File: config.mk
export PLATFORM = sky130hd
export DESIGN_NAME = lss_top
export DESIGN_NICKNAME = d
export VERILOG_FILES = /design/src/hw/lss_pkg.sv /design/src/hw/lss_sync.sv /design/src/hw/lss_stagger.sv /design/src/hw/lss_top.sv
export SDC_FILE = /design/constraint.sdc
export NUM_CORES = 1
export LEC_CHECK = 0
export BUFFER_PORTS_ARGS = -buffer_cell sky130_fd_sc_hd__buf_2
export CORE_ASPECT_RATIO = 0.8
export CORE_UTILIZATION = 55
export CTS_CLUSTER_SIZE = 28
export DETAILED_ROUTE_END_ITERATION = 7
export PLACE_DENSITY = 0.76
export SYNTH_ARGS = -nofsm -noshare
export SYNTH_HDL_FRONTEND = slang
export SYNTH_SLANG_ARGS = --single-unit
export TNS_END_PERCENT = 50
File: constraint.sdc
create_clock -name pclk -period 6.28 [get_ports pclk]
set_input_delay 0.314 -clock pclk [delete_from_list [all_inputs] [get_ports pclk]]
set_output_delay 0.314 -clock pclk [all_outputs]
set_load 0.03 [all_outputs]
File: src/hw/lss_pkg.sv
// Package: constants, field layouts and helpers for the LED sink output control block
package lss_pkg;

  // ****************************************
  // Sizes
  // ****************************************
  localparam int NUM_CH     = 48;
  localparam int SHIFT_W    = 49;
  localparam int GROUP_W    = 16;
  localparam int BRIGHT_W   = 7;
  localparam int PEAK_W     = 3;
  localparam int FUNC_W     = 37;

  // ****************************************
  // Shift register fields
  // ****************************************
  localparam int         SEL_BIT       = 48;
  localparam int         CMD_MSB       = 47;
  localparam int         CMD_LSB       = 40;
  localparam logic [7:0] WRITE_CMD     = 8'h96;
  localparam int         FUNC_LSB      = 3;
  // Offsets inside the 37-bit function latch
  localparam int         PEAK_LSB      = 0;
  localparam int         BRIGHT_R_LSB  = 3;
  localparam int         BRIGHT_G_LSB  = 10;
  localparam int         BRIGHT_B_LSB  = 17;
  localparam int         PS_SEL_LSB    = 24;

  // ****************************************
  // Reset values
  // ****************************************
  localparam logic [PEAK_W-1:0]   PEAK_RST   = 3'h0;
  localparam logic [BRIGHT_W-1:0] BRIGHT_RST = 7'h7F;
  localparam logic [1:0]          PS_SEL_RST = 2'h0;

  // ****************************************
  // Timing
  // ****************************************
  localparam int         CLK_NS        = 40;
  localparam int         STEP_NS       = 160;
  localparam int         STEP_CYC      = (STEP_NS + CLK_NS - 1) / CLK_NS;
  localparam logic [7:0] STEP_RST      = 8'(STEP_CYC);

  // ****************************************
  // APB register map (byte addresses)
  // ****************************************
  localparam logic [7:0] ADDR_STATUS   = 8'h00;
  localparam logic [7:0] ADDR_ONOFF_LO = 8'h04;
  localparam logic [7:0] ADDR_ONOFF_HI = 8'h08;
  localparam logic [7:0] ADDR_BRIGHT   = 8'h0C;
  localparam logic [7:0] ADDR_STEP     = 8'h10;

  typedef enum logic {PS_NORMAL = 1'b0, PS_SAVE = 1'b1} lss_ps_e;

  // Sequence position to channel bit: pairs 0,15,1,14,... each red, green, blue
  function automatic logic [5:0] lss_seq_chan(input logic [5:0] pos);
    logic [4:0] pair;
    logic [1:0] col;
    logic [3:0] idx;
    pair = 5'(pos / 6'h3);
    col  = 2'(pos % 6'h3);
    idx  = pair[0] ? (4'hF - pair[4:1]) : pair[4:1];
    return 6'(6'(idx) * 6'h3 + 6'(col));
  endfunction : lss_seq_chan

endpackage : lss_pkg

File: src/hw/lss_sync.sv
// Two-flop synchroniser with edge detection for one pin
module lss_sync
  import lss_pkg::*;
(
  input  wire logic clk,
  input  wire logic rst_n,
  input  wire logic din,
  output logic      level,
  output logic      rise,
  output logic      fall
);
  logic meta;
  logic prev;

  always_ff @(posedge clk or negedge rst_n) begin
    if (!rst_n) begin
      meta  <= 1'b0;
      level <= 1'b0;
      prev  <= 1'b0;
    end else begin
      meta  <= din;
      level <= meta;
      prev  <= level;
    end
  end

  assign rise = level & ~prev;
  assign fall = ~level & prev;
endmodule : lss_sync

File: src/hw/lss_stagger.sv
// Staggered channel switcher: copies target bits to outputs one channel per tick
module lss_stagger
  import lss_pkg::*;
#(
  parameter int N = NUM_CH
) (
  input  wire logic         clk,
  input  wire logic         rst_n,
  input  wire logic         start,
  input  wire logic         clear,
  input  wire logic         tick,
  input  wire logic [N-1:0] target,
  output logic      [N-1:0] state,
  output logic              busy
);
  logic [5:0] pos;
  logic [5:0] ch;

  assign ch = lss_seq_chan(pos);

  always_ff @(posedge clk or negedge rst_n) begin
    if (!rst_n) begin
      pos   <= 6'h0;
      busy  <= 1'b0;
      state <= '0;
    end else if (start) begin
      // A new trigger restarts from the first channel
      pos  <= 6'h0;
      busy <= 1'b1;
      if (clear) begin
        state <= '0;
      end
    end else if (clear) begin
      // Outputs are forced dark, so the next start must step up from all off
      state <= '0;
      busy  <= 1'b0;
    end else if (busy && tick) begin
      state[ch] <= target[ch];
      if (pos == 6'(N - 1)) begin
        busy <= 1'b0;
      end else begin
        pos <= pos + 6'h1;
      end
    end
  end
endmodule : lss_stagger

File: src/hw/lss_top.sv
// Top: output control, peak/brightness latches and power save for a 48-channel sink
//
// Summary of operation
// - Channels switch one per step: index 0,15,1,14,... each red, green, blue.
// - Blank falling or latch strobe rising starts the sequence, for on and off.
// - Peak current code changes only after two successive equal writes.
// - Peak current code is zero after reset, lowest current step.
// - Peak current code is three bits; 111 is the highest step.
// - Each colour group of sixteen channels has its own brightness code.
// - Brightness code is seven bits, 7Fh full current, 00h lowest.
// - A newly latched brightness code drives the outputs at once.
// - Blank low: each channel follows its on/off latch bit.
// - Blank high forces all channels off; latch contents are kept.
// - All 48 on/off latch bits clear to zero at reset.
// - Power-save select bits live in the brightness/function latch.
// - Power save disables sinks and fault detection; logic keeps working.
// - Select 11b always power save; 00b always normal.
// - Select 01b: entering power save on an all-zero on/off write; 10b only if the on/off latch already held zero.
// - Select 01b: a shift clock rising edge leaves power save.
// - Select 10b: any nonzero on/off latch bit leaves power save.
// - Latch strobe rise with top bit 0 loads on/off latch from bits 47:0.
// - Function writes need top bit 1 and command byte 96h.
module lss_top
  import lss_pkg::*;
(
  input  wire logic                pclk,
  input  wire logic                presetn,
  input  wire logic [7:0]          paddr,
  input  wire logic                psel,
  input  wire logic                penable,
  input  wire logic                pwrite,
  input  wire logic [31:0]         pwdata,
  output logic      [31:0]         prdata,
  output logic                     pready,
  output logic                     pslverr,
  input  wire logic                shift_clk,
  input  wire logic                serial_in,
  input  wire logic                latch_strobe,
  input  wire logic                blank,
  output logic      [NUM_CH-1:0]   sink_channel,
  output logic      [PEAK_W-1:0]   peak_current_code,
  output logic      [BRIGHT_W-1:0] red_brightness_code,
  output logic      [BRIGHT_W-1:0] green_brightness_code,
  output logic      [BRIGHT_W-1:0] blue_brightness_code,
  output logic                     power_save_state,
  output logic                     fault_detect_en
);

  // ****************************************
  // Pin synchronisers
  // ****************************************
  logic sclk_lvl;
  logic sclk_rise;
  logic sin_lvl;
  logic latch_lvl;
  logic latch_rise;
  logic blank_lvl;
  logic blank_fall;

  lss_sync u_sync_sclk (
    .clk   (pclk),
    .rst_n (presetn),
    .din   (shift_clk),
    .level (sclk_lvl),
    .rise  (sclk_rise),
    .fall  ()
  );

  // Data takes the same two-flop delay as its clock, so they stay aligned
  lss_sync u_sync_sin (
    .clk   (pclk),
    .rst_n (presetn),
    .din   (serial_in),
    .level (sin_lvl),
    .rise  (),
    .fall  ()
  );

  lss_sync u_sync_latch (
    .clk   (pclk),
    .rst_n (presetn),
    .din   (latch_strobe),
    .level (latch_lvl),
    .rise  (latch_rise),
    .fall  ()
  );

  lss_sync u_sync_blank (
    .clk   (pclk),
    .rst_n (presetn),
    .din   (blank),
    .level (blank_lvl),
    .rise  (),
    .fall  (blank_fall)
  );

  // ****************************************
  // Common shift register
  // ****************************************
  logic [SHIFT_W-1:0] shift_reg;

  always_ff @(posedge pclk or negedge presetn) begin
    if (!presetn) begin
      shift_reg <= '0;
    end else if (sclk_rise) begin
      shift_reg <= {shift_reg[SHIFT_W-2:0], sin_lvl};
    end
  end

  // ****************************************
  // Latch decode
  // ****************************************
  logic onoff_load;
  logic func_load;

  assign onoff_load = latch_rise & ~shift_reg[SEL_BIT];
  assign func_load  = latch_rise & shift_reg[SEL_BIT]
                    & (shift_reg[CMD_MSB:CMD_LSB] == WRITE_CMD);

  // ****************************************
  // On/off latch
  // ****************************************
  logic [NUM_CH-1:0] onoff_latch;
  logic              zero_written;

  always_ff @(posedge pclk or negedge presetn) begin
    if (!presetn) begin
      onoff_latch <= '0;
    end else if (onoff_load) begin
      onoff_latch <= shift_reg[NUM_CH-1:0];
    end
  end

  assign zero_written = onoff_load & (shift_reg[NUM_CH-1:0] == '0);

  // ****************************************
  // Brightness and function latch
  // ****************************************
  logic [FUNC_W-1:0] func_word;
  logic [PEAK_W-1:0] peak_new;
  logic [PEAK_W-1:0] peak_pending;
  logic              peak_pending_vld;
  logic [1:0]        power_save_select;

  assign func_word = shift_reg[FUNC_LSB +: FUNC_W];
  assign peak_new  = func_word[PEAK_LSB +: PEAK_W];

  // Brightness codes apply straight away on the latch edge
  always_ff @(posedge pclk or negedge presetn) begin
    if (!presetn) begin
      red_brightness_code   <= BRIGHT_RST;
      green_brightness_code <= BRIGHT_RST;
      blue_brightness_code  <= BRIGHT_RST;
    end else if (func_load) begin
      red_brightness_code   <= func_word[BRIGHT_R_LSB +: BRIGHT_W];
      green_brightness_code <= func_word[BRIGHT_G_LSB +: BRIGHT_W];
      blue_brightness_code  <= func_word[BRIGHT_B_LSB +: BRIGHT_W];
    end
  end

  always_ff @(posedge pclk or negedge presetn) begin
    if (!presetn) begin
      power_save_select <= PS_SEL_RST;
    end else if (func_load) begin
      power_save_select <= func_word[PS_SEL_LSB +: 2];
    end
  end

  // Guards against a single corrupted frame changing the current range
  always_ff @(posedge pclk or negedge presetn) begin
    if (!presetn) begin
      peak_current_code <= PEAK_RST;
      peak_pending      <= PEAK_RST;
      peak_pending_vld  <= 1'b0;
    end else if (func_load) begin
      peak_pending     <= peak_new;
      peak_pending_vld <= 1'b1;
      if (peak_pending_vld && (peak_pending == peak_new)) begin
        peak_current_code <= peak_new;
      end
    end
  end

  // ****************************************
  // Power-save state
  // ****************************************
  lss_ps_e ps_state;
  lss_ps_e next_ps_state;
  logic    ps_exit;

  always_comb begin
    next_ps_state = ps_state;
    case (power_save_select)
      2'h0: next_ps_state = PS_NORMAL;
      2'h3: next_ps_state = PS_SAVE;
      2'h1: begin
        if (zero_written) begin
          next_ps_state = PS_SAVE;
        end else if (sclk_rise) begin
          next_ps_state = PS_NORMAL;
        end
      end
      2'h2: begin
        if (onoff_latch != '0) begin
          next_ps_state = PS_NORMAL;
        end else if (zero_written) begin
          next_ps_state = PS_SAVE;
        end
      end
      default: next_ps_state = PS_NORMAL;
    endcase
  end

  always_ff @(posedge pclk or negedge presetn) begin
    if (!presetn) begin
      ps_state <= PS_NORMAL;
    end else begin
      ps_state <= next_ps_state;
    end
  end

  assign ps_exit = (ps_state == PS_SAVE) && (next_ps_state == PS_NORMAL);

  // Sinks and fault detection are idle in power save; latches keep running
  always_ff @(posedge pclk or negedge presetn) begin
    if (!presetn) begin
      power_save_state <= 1'b0;
      fault_detect_en  <= 1'b1;
    end else begin
      power_save_state <= (next_ps_state == PS_SAVE);
      fault_detect_en  <= (next_ps_state == PS_NORMAL);
    end
  end

  // ****************************************
  // Step divider
  // ****************************************
  logic [7:0] step_cycles;
  logic [7:0] step_cnt;
  logic       step_tick;

  assign step_tick = (step_cnt == 8'h0);

  always_ff @(posedge pclk or negedge presetn) begin
    if (!presetn) begin
      step_cnt <= 8'h0;
    end else if (step_tick) begin
      step_cnt <= (step_cycles == 8'h0) ? 8'h0 : step_cycles - 8'h1;
    end else begin
      step_cnt <= step_cnt - 8'h1;
    end
  end

  // ****************************************
  // Staggered switching
  // ****************************************
  logic              seq_start;
  logic              seq_busy;
  logic [NUM_CH-1:0] seq_state;

  // Power-save exit also restarts so outputs come back in order
  assign seq_start = blank_fall | latch_rise | ps_exit;

  lss_stagger #(
    .N (NUM_CH)
  ) u_stagger (
    .clk    (pclk),
    .rst_n  (presetn),
    .start  (seq_start),
    .clear  (blank_lvl || (ps_state == PS_SAVE)),
    .tick   (step_tick),
    .target (onoff_latch),
    .state  (seq_state),
    .busy   (seq_busy)
  );

  // Blank and power save cut all sinks at once, not staggered
  always_ff @(posedge pclk or negedge presetn) begin
    if (!presetn) begin
      sink_channel <= '0;
    end else if (blank_lvl || (ps_state == PS_SAVE)) begin
      sink_channel <= '0;
    end else begin
      sink_channel <= seq_state;
    end
  end

  // ****************************************
  // APB slave
  // ****************************************
  logic        apb_setup;
  logic        apb_write;
  logic        addr_ok;
  logic [31:0] next_prdata;

  assign apb_setup = psel & ~penable;
  assign apb_write = psel & penable & pready & pwrite;

  always_comb begin
    next_prdata = 32'h0;
    addr_ok     = 1'b1;
    case (paddr)
      ADDR_STATUS: begin
        next_prdata = {25'h0, power_save_select, peak_current_code,
                       seq_busy, power_save_state};
      end
      ADDR_ONOFF_LO: next_prdata = onoff_latch[31:0];
      ADDR_ONOFF_HI: next_prdata = {16'h0, onoff_latch[47:32]};
      ADDR_BRIGHT: begin
        next_prdata = {9'h0, blue_brightness_code, 1'b0,
                       green_brightness_code, 1'b0, red_brightness_code};
      end
      ADDR_STEP:     next_prdata = {24'h0, step_cycles};
      default:       addr_ok     = 1'b0;
    endcase
  end

  // Zero wait states: answer is ready in the first access cycle
  always_ff @(posedge pclk or negedge presetn) begin
    if (!presetn) begin
      pready  <= 1'b0;
      pslverr <= 1'b0;
      prdata  <= 32'h0;
    end else begin
      pready  <= apb_setup;
      pslverr <= apb_setup & ~addr_ok;
      if (apb_setup && !pwrite) begin
        prdata <= next_prdata;
      end
    end
  end

  always_ff @(posedge pclk or negedge presetn) begin
    if (!presetn) begin
      step_cycles <= STEP_RST;
    end else if (apb_write && (paddr == ADDR_STEP)) begin
      step_cycles <= pwdata[7:0];
    end
  end

endmodule : lss_top

==> results.yml, run 1 <==
power:
  powerDensity_mw_per_mm2: 271.4
  power.leakage_nw: 7.911
  power_mw: 4.297
  ir_worst_vdd_mv: 0.2580
floorplan:
  initial_core_util: 0.5605
  ioPinCount: 157
  core_mm2: 0.02431
  rows: 51
  die_h_um: 142.8
  die-area_mm2: 0.02542
  die_x_um: 178.0
clock_network:
  cts_sinks: 293
  cts_tree: "done"
  htreeDepth: 1
  clkTransAtPathRegs_ns: 0.07
  cts.root.buffer_cell: "clkbuf_16"
  post_cts_buffers: 0
  cts_made_buffers: 29
  clk_latency_ns: 0.58
  cts.path.max_buffers: 3
timing:
  setup_viol: 0
  fmax_ghz: 0.1675
  period_share: 0.9507
  worst_pin_slew_ns: 1.148
  fin_tns_setup_ns: 0
  finalMaxSlewViolations: 0
  clock_skew_ns: 0.03193
  final.min_clock_period_ns: 5.970
  fin_ws_ns: 0.3098
  hold_viol: 0
  relSlewSlack: 0.2249
logic_synthesis:
  yosysUniqueCellTypes: 75
  synth-seq-area-share: 0.5401
  ys_async_sr_fraction: 1.000
  yosysTopAreaCell: "dfrtp_1"
  yosys-top-cells-area: "dfrtp_1 50%, mux2_2 7.4%, nand2_1 6.9%"
  synthFlopType: "dfrtp_1"
  synth-edff-count: 0
  ys_ff_latch: 293
  yosysTopAreaCellShare: 0.4958
  synthCells: 1309
  ys.warnings.count: 0
  synth.avg_cell_area_um2: 10.41
  netlist_area_mm2: 0.01363
  syn_nets: 1370
setup_path:
  critPathRequiredTime_ns: 6.70
  r2r_cells: 23
  path_class: "register to register"
  arrival_ns: 6.39
  crit_path_end_kind: "register"
  cp-start-kind: "register"
  critPathMaxFanout: 16
status:
  status: "finished, final reports clean"
layout:
  nFillCells: 1914
  syn_to_final_growth_pct: 16.20
  antenna_cells: 0
  largest_register_ffs: 49
  finalNetCount: 1502
  final_area_mm2: 0.01584
  fin_util: 0.6513
  layout-drive-gt1-share: 0.2480
detailed_routing:
  first_pass_iters: 5
  vias: 10920
  wl_mm: 36.73
  wl_per_cell_um: 20.61
  drtIter0Drc: 1265
  drc: 0
  ant_nets: 0
  viasPerCell: 6.127
placed_design:
  place_area_mm2: 0.01466
  hpwlAfterDp_mm: 25.11
  gp_congestion: 0.8935
  pre_cts_ws_ns: 0.4333
  port_buffers: 132
grt:
  grt-ovfl-total: 0
  grt_max_degree: 191
  antenna_found_initial: 0
  grt_pass1_wl_mm: 58.21
  grt_pass1_vias: 10480
  grt_use_total: 0.2951
hold_path:
  hold_path_depth: 2
  min_path_type: "input pin to register"
run:
  maxCapViolations: 0
==> final cells by class <==
| cell class | instances | area (um^2) | area share |
|---|---|---|---|
| repair buffers | 176 | 1054 | 0.06653 |
| inverters | 46 | 172.7 | 0.01090 |
| well taps | 318 | 397.9 | 0.02513 |
| clock buffers | 40 | 827.0 | 0.05223 |
| multi-input cells | 895 | 5786 | 0.3654 |
| clock inverters | 14 | 237.7 | 0.01501 |
| flip-flops and latches | 293 | 7361 | 0.4648 |
==> repair_timing <==
item	4_1_cts	5_1_grt
endpoints found under the setup margin	0	2
gates resized for setup	0	1
hold endpoints to repair	100	0
hold buffers	11	0
==> cell usage in the layout (no fill, tap or decap), types with 30 or more instances in the layout <==
cell	Yosys	final
inv_1	44	44
o22ai_1	33	33
mux2_2	90	90
mux2i_1	34	34
and2_1	30	30
dfrtp_1	270	270
o31ai_1	32	32
nor2_1	50	49
nor4_1	54	54
buf_4	2	31
nand2_1	250	250
buf_2	6	131
o21ai_0	82	82
==> critical path, stage by stage (launching register included) <==
cell	delay (ns)
dfrtp_1	0.47
nor3b_2	0.42
a21oi_1	0.12
a21oi_1	0.24
ha_1	0.28
or2_2	0.34
o22ai_1	0.17
a221o_1	0.24
nor2_1	0.07
nor2_1	0.17
mux2_2	0.36
ha_1	0.27
ha_1	0.16
inv_1	0.05
fa_1	0.38
nand2b_1	0.18
a21oi_1	0.19
or4b_1	0.45
o41ai_1	0.09
mux2_4	0.23
nor2_1	0.05
buf_4	0.23
o2111ai_1	0.43
o22ai_1	0.23
==> logic make-up (layout without fill, tap and decap cells) <==
family	after synthesis	count (layout)	synth area share
compound gates	240	240	0.1135
flops	293	293	0.5401
mux	132	132	0.1120
simple gates	487	487	0.1697
buf+inv	121	276	0.03663
fa+ha+maj	12	12	0.01157
xor+xnor	24	24	0.01653
==> Yosys cell counts (all sizes together), types with 22 or more instances <==
master  instances
a21oi          29
and2           30
clkbuf         59
dfrtp         270
dfstp          23
inv            46
mux2           91
mux2i          34
nand2         251
nand3          22
nor2           50
nor4           54
o21ai          94
o22ai          36
o31ai          33
==> per-stage QoR <==
stage	hold WS, ns	instances
2_1_floorplan	0.01841	1309
3_3_place_gp	0.3327	1717
3_5_place_dp	0.3347	1717
4_1_cts	0.005126	1782
5_1_grt	0.007520	1782
6_report	0.008948	1782
==> layer usage <==
layer	wire length, um	vias up	GRT usage
met1	16820	5415	0.4579
met4	909	0	0.08187
met5	0	-	0
met3	3162	64	0.04899
li1	-	4911	-
met2	15840	529	0.4254
==> where the power goes <==
part / total, mW / switching [mW] / internal [mW] / leakage [nW]
combinational: 0.329 / 0.195 / 0.134 / 3.45
sequential: 2.06 / 0.0936 / 1.97 / 3.95
clock: 1.91 / 0.771 / 1.14 / 0.515
==> path summary, 6_finish.rpt <==
check	slack, ns	to	startpoint
max	0.31	u_stagger.state[21]$_DFFE_PN0P_	u_stagger.pos[4]$_DFFE_PN0P_
max in group asynchronous	4.48	u_sync_sin.meta$_DFF_PN0_	presetn
max reg2reg	0.31	u_stagger.state[21]$_DFFE_PN0P_	u_stagger.pos[4]$_DFFE_PN0P_
min in group asynchronous	0.34	sink_channel[9]$_DFF_PN0_	presetn
min	0.009	step_cycles[3]$_DFFE_PN0P_	pwdata[3]
min reg2reg	0.34	u_sync_sin.level$_DFF_PN0_	u_sync_sin.meta$_DFF_PN0_
(Power assumes the default switching activity.)
==> run 2, diff against run 1 <==
- CTS_CLUSTER_SIZE: 28 -> 25
- PLACE_DENSITY: 0.76 -> 0.8
==> results.yml, run 2 (synthesized netlist as in run 1, its figures left out) <==
run:
  maxCapViolations: 0
timing:
  period_share: 0.9355
  setup_viol: 0
  fin_tns_setup_ns: 0
  final.min_clock_period_ns: 5.875
  worst_pin_slew_ns: 1.256
  rsz0062_at_grt: "false"
  relSlewSlack: 0.1520
  hold_viol: 0
  clock_skew_ns: 0.02902
  finalMaxSlewViolations: 0
  fmax_ghz: 0.1702
  hold_slack_ns: 0.01454
layout:
  multi_input_area_mm2: 0.005808
  syn_to_final_growth_pct: 16.08
  seqCellArea_mm2: 0.007362
  largest_register_ffs: 49
  finalNonFillerCells: 1780
  final_cell_mix: "269 x dfrtp_1, 250 x nand2_1, 131 x buf_2, 90 x mux2_2, 82 x o21ai_0"
  finalNetCount: 1501
  antenna_cells: 0
  layout_commonest_cell: "dfrtp_1"
  nFillCells: 1831
  layout-drive-gt1-share: 0.2538
grt:
  antenna_found_initial: 0
  grt-ovfl-total: 0
  grt_pass1_vias: 10430
  grt_pass1_wl_mm: 57.72
  grt_use_total: 0.2928
  grt_max_degree: 164
power:
  power.leakage_nw: 7.887
  powerDensity_mw_per_mm2: 266.2
  ir_worst_vdd_mv: 0.2153
  power_mw: 4.211
clock_network:
  cts.path.max_buffers: 3
  cts.root.buffer_cell: "clkbuf_16"
  htreeDepth: 1
  cts_tree: "done"
  cts_made_buffers: 28
  clkTransAtPathRegs_ns: 0.07
  clk_latency_ns: 0.57
  cts_sinks: 293
detailed_routing:
  first_pass_iters: 6
  wl_mm: 36.69
  ant_nets: 0
  wl_per_cell_um: 20.61
  viasPerCell: 6.177
  vias: 11000
  drc: 0
  drtIter0Drc: 1215
setup_path:
  r2r_end: "u_stagger.state[36]$_DFFE_PN0P_"
  cp-start-kind: "register"
  r2r_cells: 25
  arrival_ns: 6.32
  cp_num_buf_inv: 3
  cpMostUsedCell: "ha_1"
  reg2reg_from: "u_stagger.pos[5]$_DFFE_PN0P_"
  reg2reg_slack_ns: 0.41
  path_class: "register to register"
  crit_slowest_cell: "or4b_1"
  critPathMaxStageDelay_ns: 0.46
  critPathRequiredTime_ns: 6.73
  crit_path_end_kind: "register"
  cp_top_family: "compound AO/OA/AOI/OAI gates"
  critPathMaxFanout: 8
floorplan:
  die_h_um: 142.8
  initial_core_util: 0.5605
  die-area_mm2: 0.02542
  core_mm2: 0.02431
  die_x_um: 178.0
  ioPinCount: 157
  rows: 51
placed_design:
  port_buffers: 132
  hpwlAfterDp_mm: 24.98
  gp_congestion: 0.9034
  dp.cells: 1716
hold_path:
  min_path_type: "input pin to register"
  min_from: "pwdata[0]"
  hold_path_depth: 2
  whs_endpoint: "step_cycles[0]$_DFFE_PN0P_"
status:
  status: "finished, final reports clean"
==> run 2: changes by cell type in the layout (fill, tap and decap cells not counted), sizes merged <==
cell	delta
inv	-3
clkinv	+6
clkinvlp	+3
clkbuf	-8
==> run 2: power breakdown <==
group / total, mW / switching [mW] / internal (mW)
Sequential: 2.06 / 0.0919 / 1.97
Combinational: 0.334 / 0.200 / 0.134
Clock: 1.82 / 0.754 / 1.07
Total: 4.21 / 1.05 / 3.17
==> run 2: repair_timing <==
| item | in CTS | in global routing |
|---|---|---|
| buffers inserted | 0 | 1 |
| hold buffers | 11 | 0 |
| gates resized for setup | 0 | 8 |
| endpoints found under the setup margin | 0 | 38 |
| hold endpoints to repair | 134 | 0 |
==> run 2: area by class of cell <==
| cell class | count | area share |
|---|---|---|
| clock buffers | 32 | 0.04714 |
| clock inverters | 20 | 0.01685 |
| inverters | 46 | 0.01092 |
| multi-input cells | 895 | 0.3672 |
| flip-flops and latches | 293 | 0.4654 |
| well taps | 318 | 0.02515 |
| repair buffers | 176 | 0.06739 |
==> run 2: how the worst max path moves through the flow <==
stage / endpoint / slack [ns] / cells past startpoint / startpoint
6_report: u_stagger.state[36]$_DFFE_PN0P_ / 0.41 / 25 / u_stagger.pos[5]$_DFFE_PN0P_
5_1_grt: u_stagger.state[36]$_DFFE_PN0P_ / 0.05 / 25 / u_stagger.pos[5]$_DFFE_PN0P_
4_1_cts: u_stagger.state[42]$_DFFE_PN0P_ / 0.22 / 23 / u_stagger.pos[5]$_DFFE_PN0P_
3_5_place_dp: u_stagger.state[42]$_DFFE_PN0P_ / 0.27 / 23 / u_stagger.pos[5]$_DFFE_PN0P_
3_3_place_gp: u_stagger.state[40]$_DFFE_PN0P_ / 0.36 / 24 / u_stagger.pos[5]$_DFFE_PN0P_
2_1_floorplan: u_stagger.state[25]$_DFFE_PN0P_ / 0.63 / 23 / u_stagger.pos[4]$_DFFE_PN0P_
==> run 2: through the flow <==
step	util	area, um^2	setup slack, ns
final	0.6507	15820	0.4050
after global routing	0.6507	15820	0.04888
after CTS	0.6492	15780	0.2222
after detailed placement	0.6030	14660	0.2723
after global placement	0.6030	14660	0.3586
after floorplan	-	13630	0.6281
==> run 2: layer usage <==
layer / wire length [um] / track usage
met1: 15990 / 0.4385
met2: 16180 / 0.4249
met3: 3304 / 0.05458
met4: 1213 / 0.1035
met5: 0 / 0
==> run 2: worst reg2reg max path, delay by kind of cell (launching register included) <==
kind / cells / cell delay [ns]
DFF: 1 / 0.45
xor gates and xnor gates: 1 / 0.15
AOI/OAI and AO/OA: 8 / 1.44
muxes: 2 / 0.60
adders and majority gates: 5 / 1.33
and+or+nand+nor: 6 / 1.35
buffers and inverters: 3 / 0.45
==> run 3, diff against run 2 <==
- HOLD_SLACK_MARGIN: unset -> 0.06
==> results.yml, run 3 (synthesized netlist as in run 1, its figures left out) <==
timing:
  final.min_clock_period_ns: 5.873
  fin_tns_setup_ns: 0
  worst_pin_slew_ns: 1.262
  rsz0062_at_grt: "false"
  finalMaxSlewViolations: 0
  period_share: 0.9352
  fmax_ghz: 0.1703
  fin_ws_ns: 0.4070
  hold_viol: 0
  setup_viol: 0
  clock_skew_ns: 0.02940
  relSlewSlack: 0.1474
clock_network:
  clk_latency_ns: 0.57
  htreeDepth: 1
  clkTransAtPathRegs_ns: 0.07
  cts_tree: "done"
  cts_sinks: 293
  cts.root.buffer_cell: "clkbuf_16"
  cts.path.max_buffers: 3
  cts_made_buffers: 28
detailed_routing:
  viasPerCell: 6.189
  wl_per_cell_um: 20.63
  wl_mm: 36.77
  drtIter0Drc: 1148
  first_pass_iters: 5
  vias: 11030
  drc: 0
  ant_nets: 0
setup_path:
  critPathRequiredTime_ns: 6.73
  arrival_ns: 6.33
  path_class: "register to register"
  crit_path_end_kind: "register"
  critPathMaxFanout: 8
  cp-start-kind: "register"
layout:
  final_cell_mix: "269 x dfrtp_1, 250 x nand2_1, 131 x buf_2, 90 x mux2_2, 82 x o21ai_0"
  finalNonFillerCells: 1782
  layout_commonest_cell: "dfrtp_1"
  syn_to_final_growth_pct: 16.22
  layout-drive-gt1-share: 0.2534
  antenna_cells: 0
  finalNetCount: 1503
  largest_register_ffs: 49
placed_design:
  hpwlAfterDp_mm: 24.98
  dp.cells: 1716
  gp_congestion: 0.9034
  port_buffers: 132
  pre_cts_ws_ns: 0.2723
hold_path:
  min_path_type: "input pin to register"
grt:
  grtUsageMet3: 0.05458
  grt_pass1_wl_mm: 57.77
  grt_pass1_vias: 10450
  grt_max_degree: 164
  grt-ovfl-total: 0
  grt-busiest-layer: "met1"
  use_met1: 0.4385
  antenna_found_initial: 0
  grt_use_total: 0.2929
  met2_usage: 0.4254
status:
  status: "finished, final reports clean"
power:
  ir_worst_vdd_mv: 0.2145
  power_mw: 4.216
  power.leakage_nw: 7.895
  powerDensity_mw_per_mm2: 266.2
floorplan:
  die-area_mm2: 0.02542
  core_mm2: 0.02431
  die_h_um: 142.8
  rows: 51
  initial_core_util: 0.5605
  ioPinCount: 157
  die_x_um: 178.0
run:
  maxCapViolations: 0
-- run 3: cell types whose count changed in the layout (fill, tap and decap cells not counted) --
cell / previous run / this run
dlygate4sd3_1: 11 / 13
-- run 3: final timing paths --
| path | from | to | slack (ns) | cells after the start |
|---|---|---|---|---|
| worst max register to register | u_stagger.pos[5]$_DFFE_PN0P_ | u_stagger.state[36]$_DFFE_PN0P_ | 0.41 | 25 |
| min in group asynchronous | presetn | u_stagger.state[14]$_DFFE_PN0P_ | 0.45 | 2 |
| max in group asynchronous | presetn | shift_reg[10]$_DFFE_PN0P_ | 4.40 | 3 |
| worst max-delay path | u_stagger.pos[5]$_DFFE_PN0P_ | u_stagger.state[36]$_DFFE_PN0P_ | 0.41 | 25 |
| worst min-delay path | psel | pready$_DFF_PN0_ | 0.15 | 3 |
| worst min register to register | u_sync_sin.meta$_DFF_PN0_ | u_sync_sin.level$_DFF_PN0_ | 0.35 | 0 |
-- run 3: layer usage --
metal | routed length (um) | vias to the layer above
met3 | 3415 | 108
met4 | 1285 | 0
met5 | 0 | -
met2 | 16170 | 570
li1 | - | 4916
met1 | 15900 | 5435
-- run 3: what timing repair did --
item / 4_1_cts / 5_1_grt
resized for setup: 0 / 8
hold buffers: 13 / 0
endpoints found under the setup margin: 0 / 38
endpoints found under the hold margin: 136 / 0
setup buffers: 0 / 1
-- run 3: through the flow --
| stage | instance area [um^2] | util | hold slack, ns |
|---|---|---|---|
| floorplan | 13630 | - | 0.01841 |
| global placement | 14660 | 0.6030 | 0.3348 |
| detailed placement | 14660 | 0.6030 | 0.3364 |
| CTS | 15800 | 0.6500 | 0.1289 |
| global route | 15840 | 0.6515 | 0.1614 |
| finish | 15840 | 0.6515 | 0.1499 |
-- run 3: where the power goes --
group          internal (mW)  switching [mW]  leakage, nW  total, mW
Combinational          0.135           0.200         3.46      0.335
Sequential              1.96          0.0923         3.94       2.06
Clock                   1.07           0.757        0.486       1.82
-- run 3: area by class of cell --
cell class | count | area [um^2]
tap | 318 | 397.9
clock inverter | 20 | 266.5
multi-input combinational | 895 | 5808
sequential | 293 | 7362
timing repair buffer | 178 | 1086
fill | 1830 | 8473
clock buffer | 32 | 745.7
inverter | 46 | 172.7
-- run 3: worst max-delay path, cell delays in order (launching register included) --
cell and delay [ns]:
dfrtp_1 0.45, buf_4 0.20, nor3b_2 0.17, a21oi_2 0.17, a21oi_2 0.11, ha_1 0.29, o21bai_1 0.20, a21oi_2 0.26
nand2_2 0.10, xnor2_1 0.15, ha_1 0.19, nor2_1 0.21, mux2_2 0.37, ha_1 0.28, ha_1 0.16, inv_1 0.05
fa_1 0.42, nand2b_1 0.19, a21oi_1 0.20, or4b_1 0.46, o41ai_1 0.08, mux2_4 0.23, or2_1 0.22, o2111ai_1 0.15
buf_4 0.20, o32ai_1 0.26
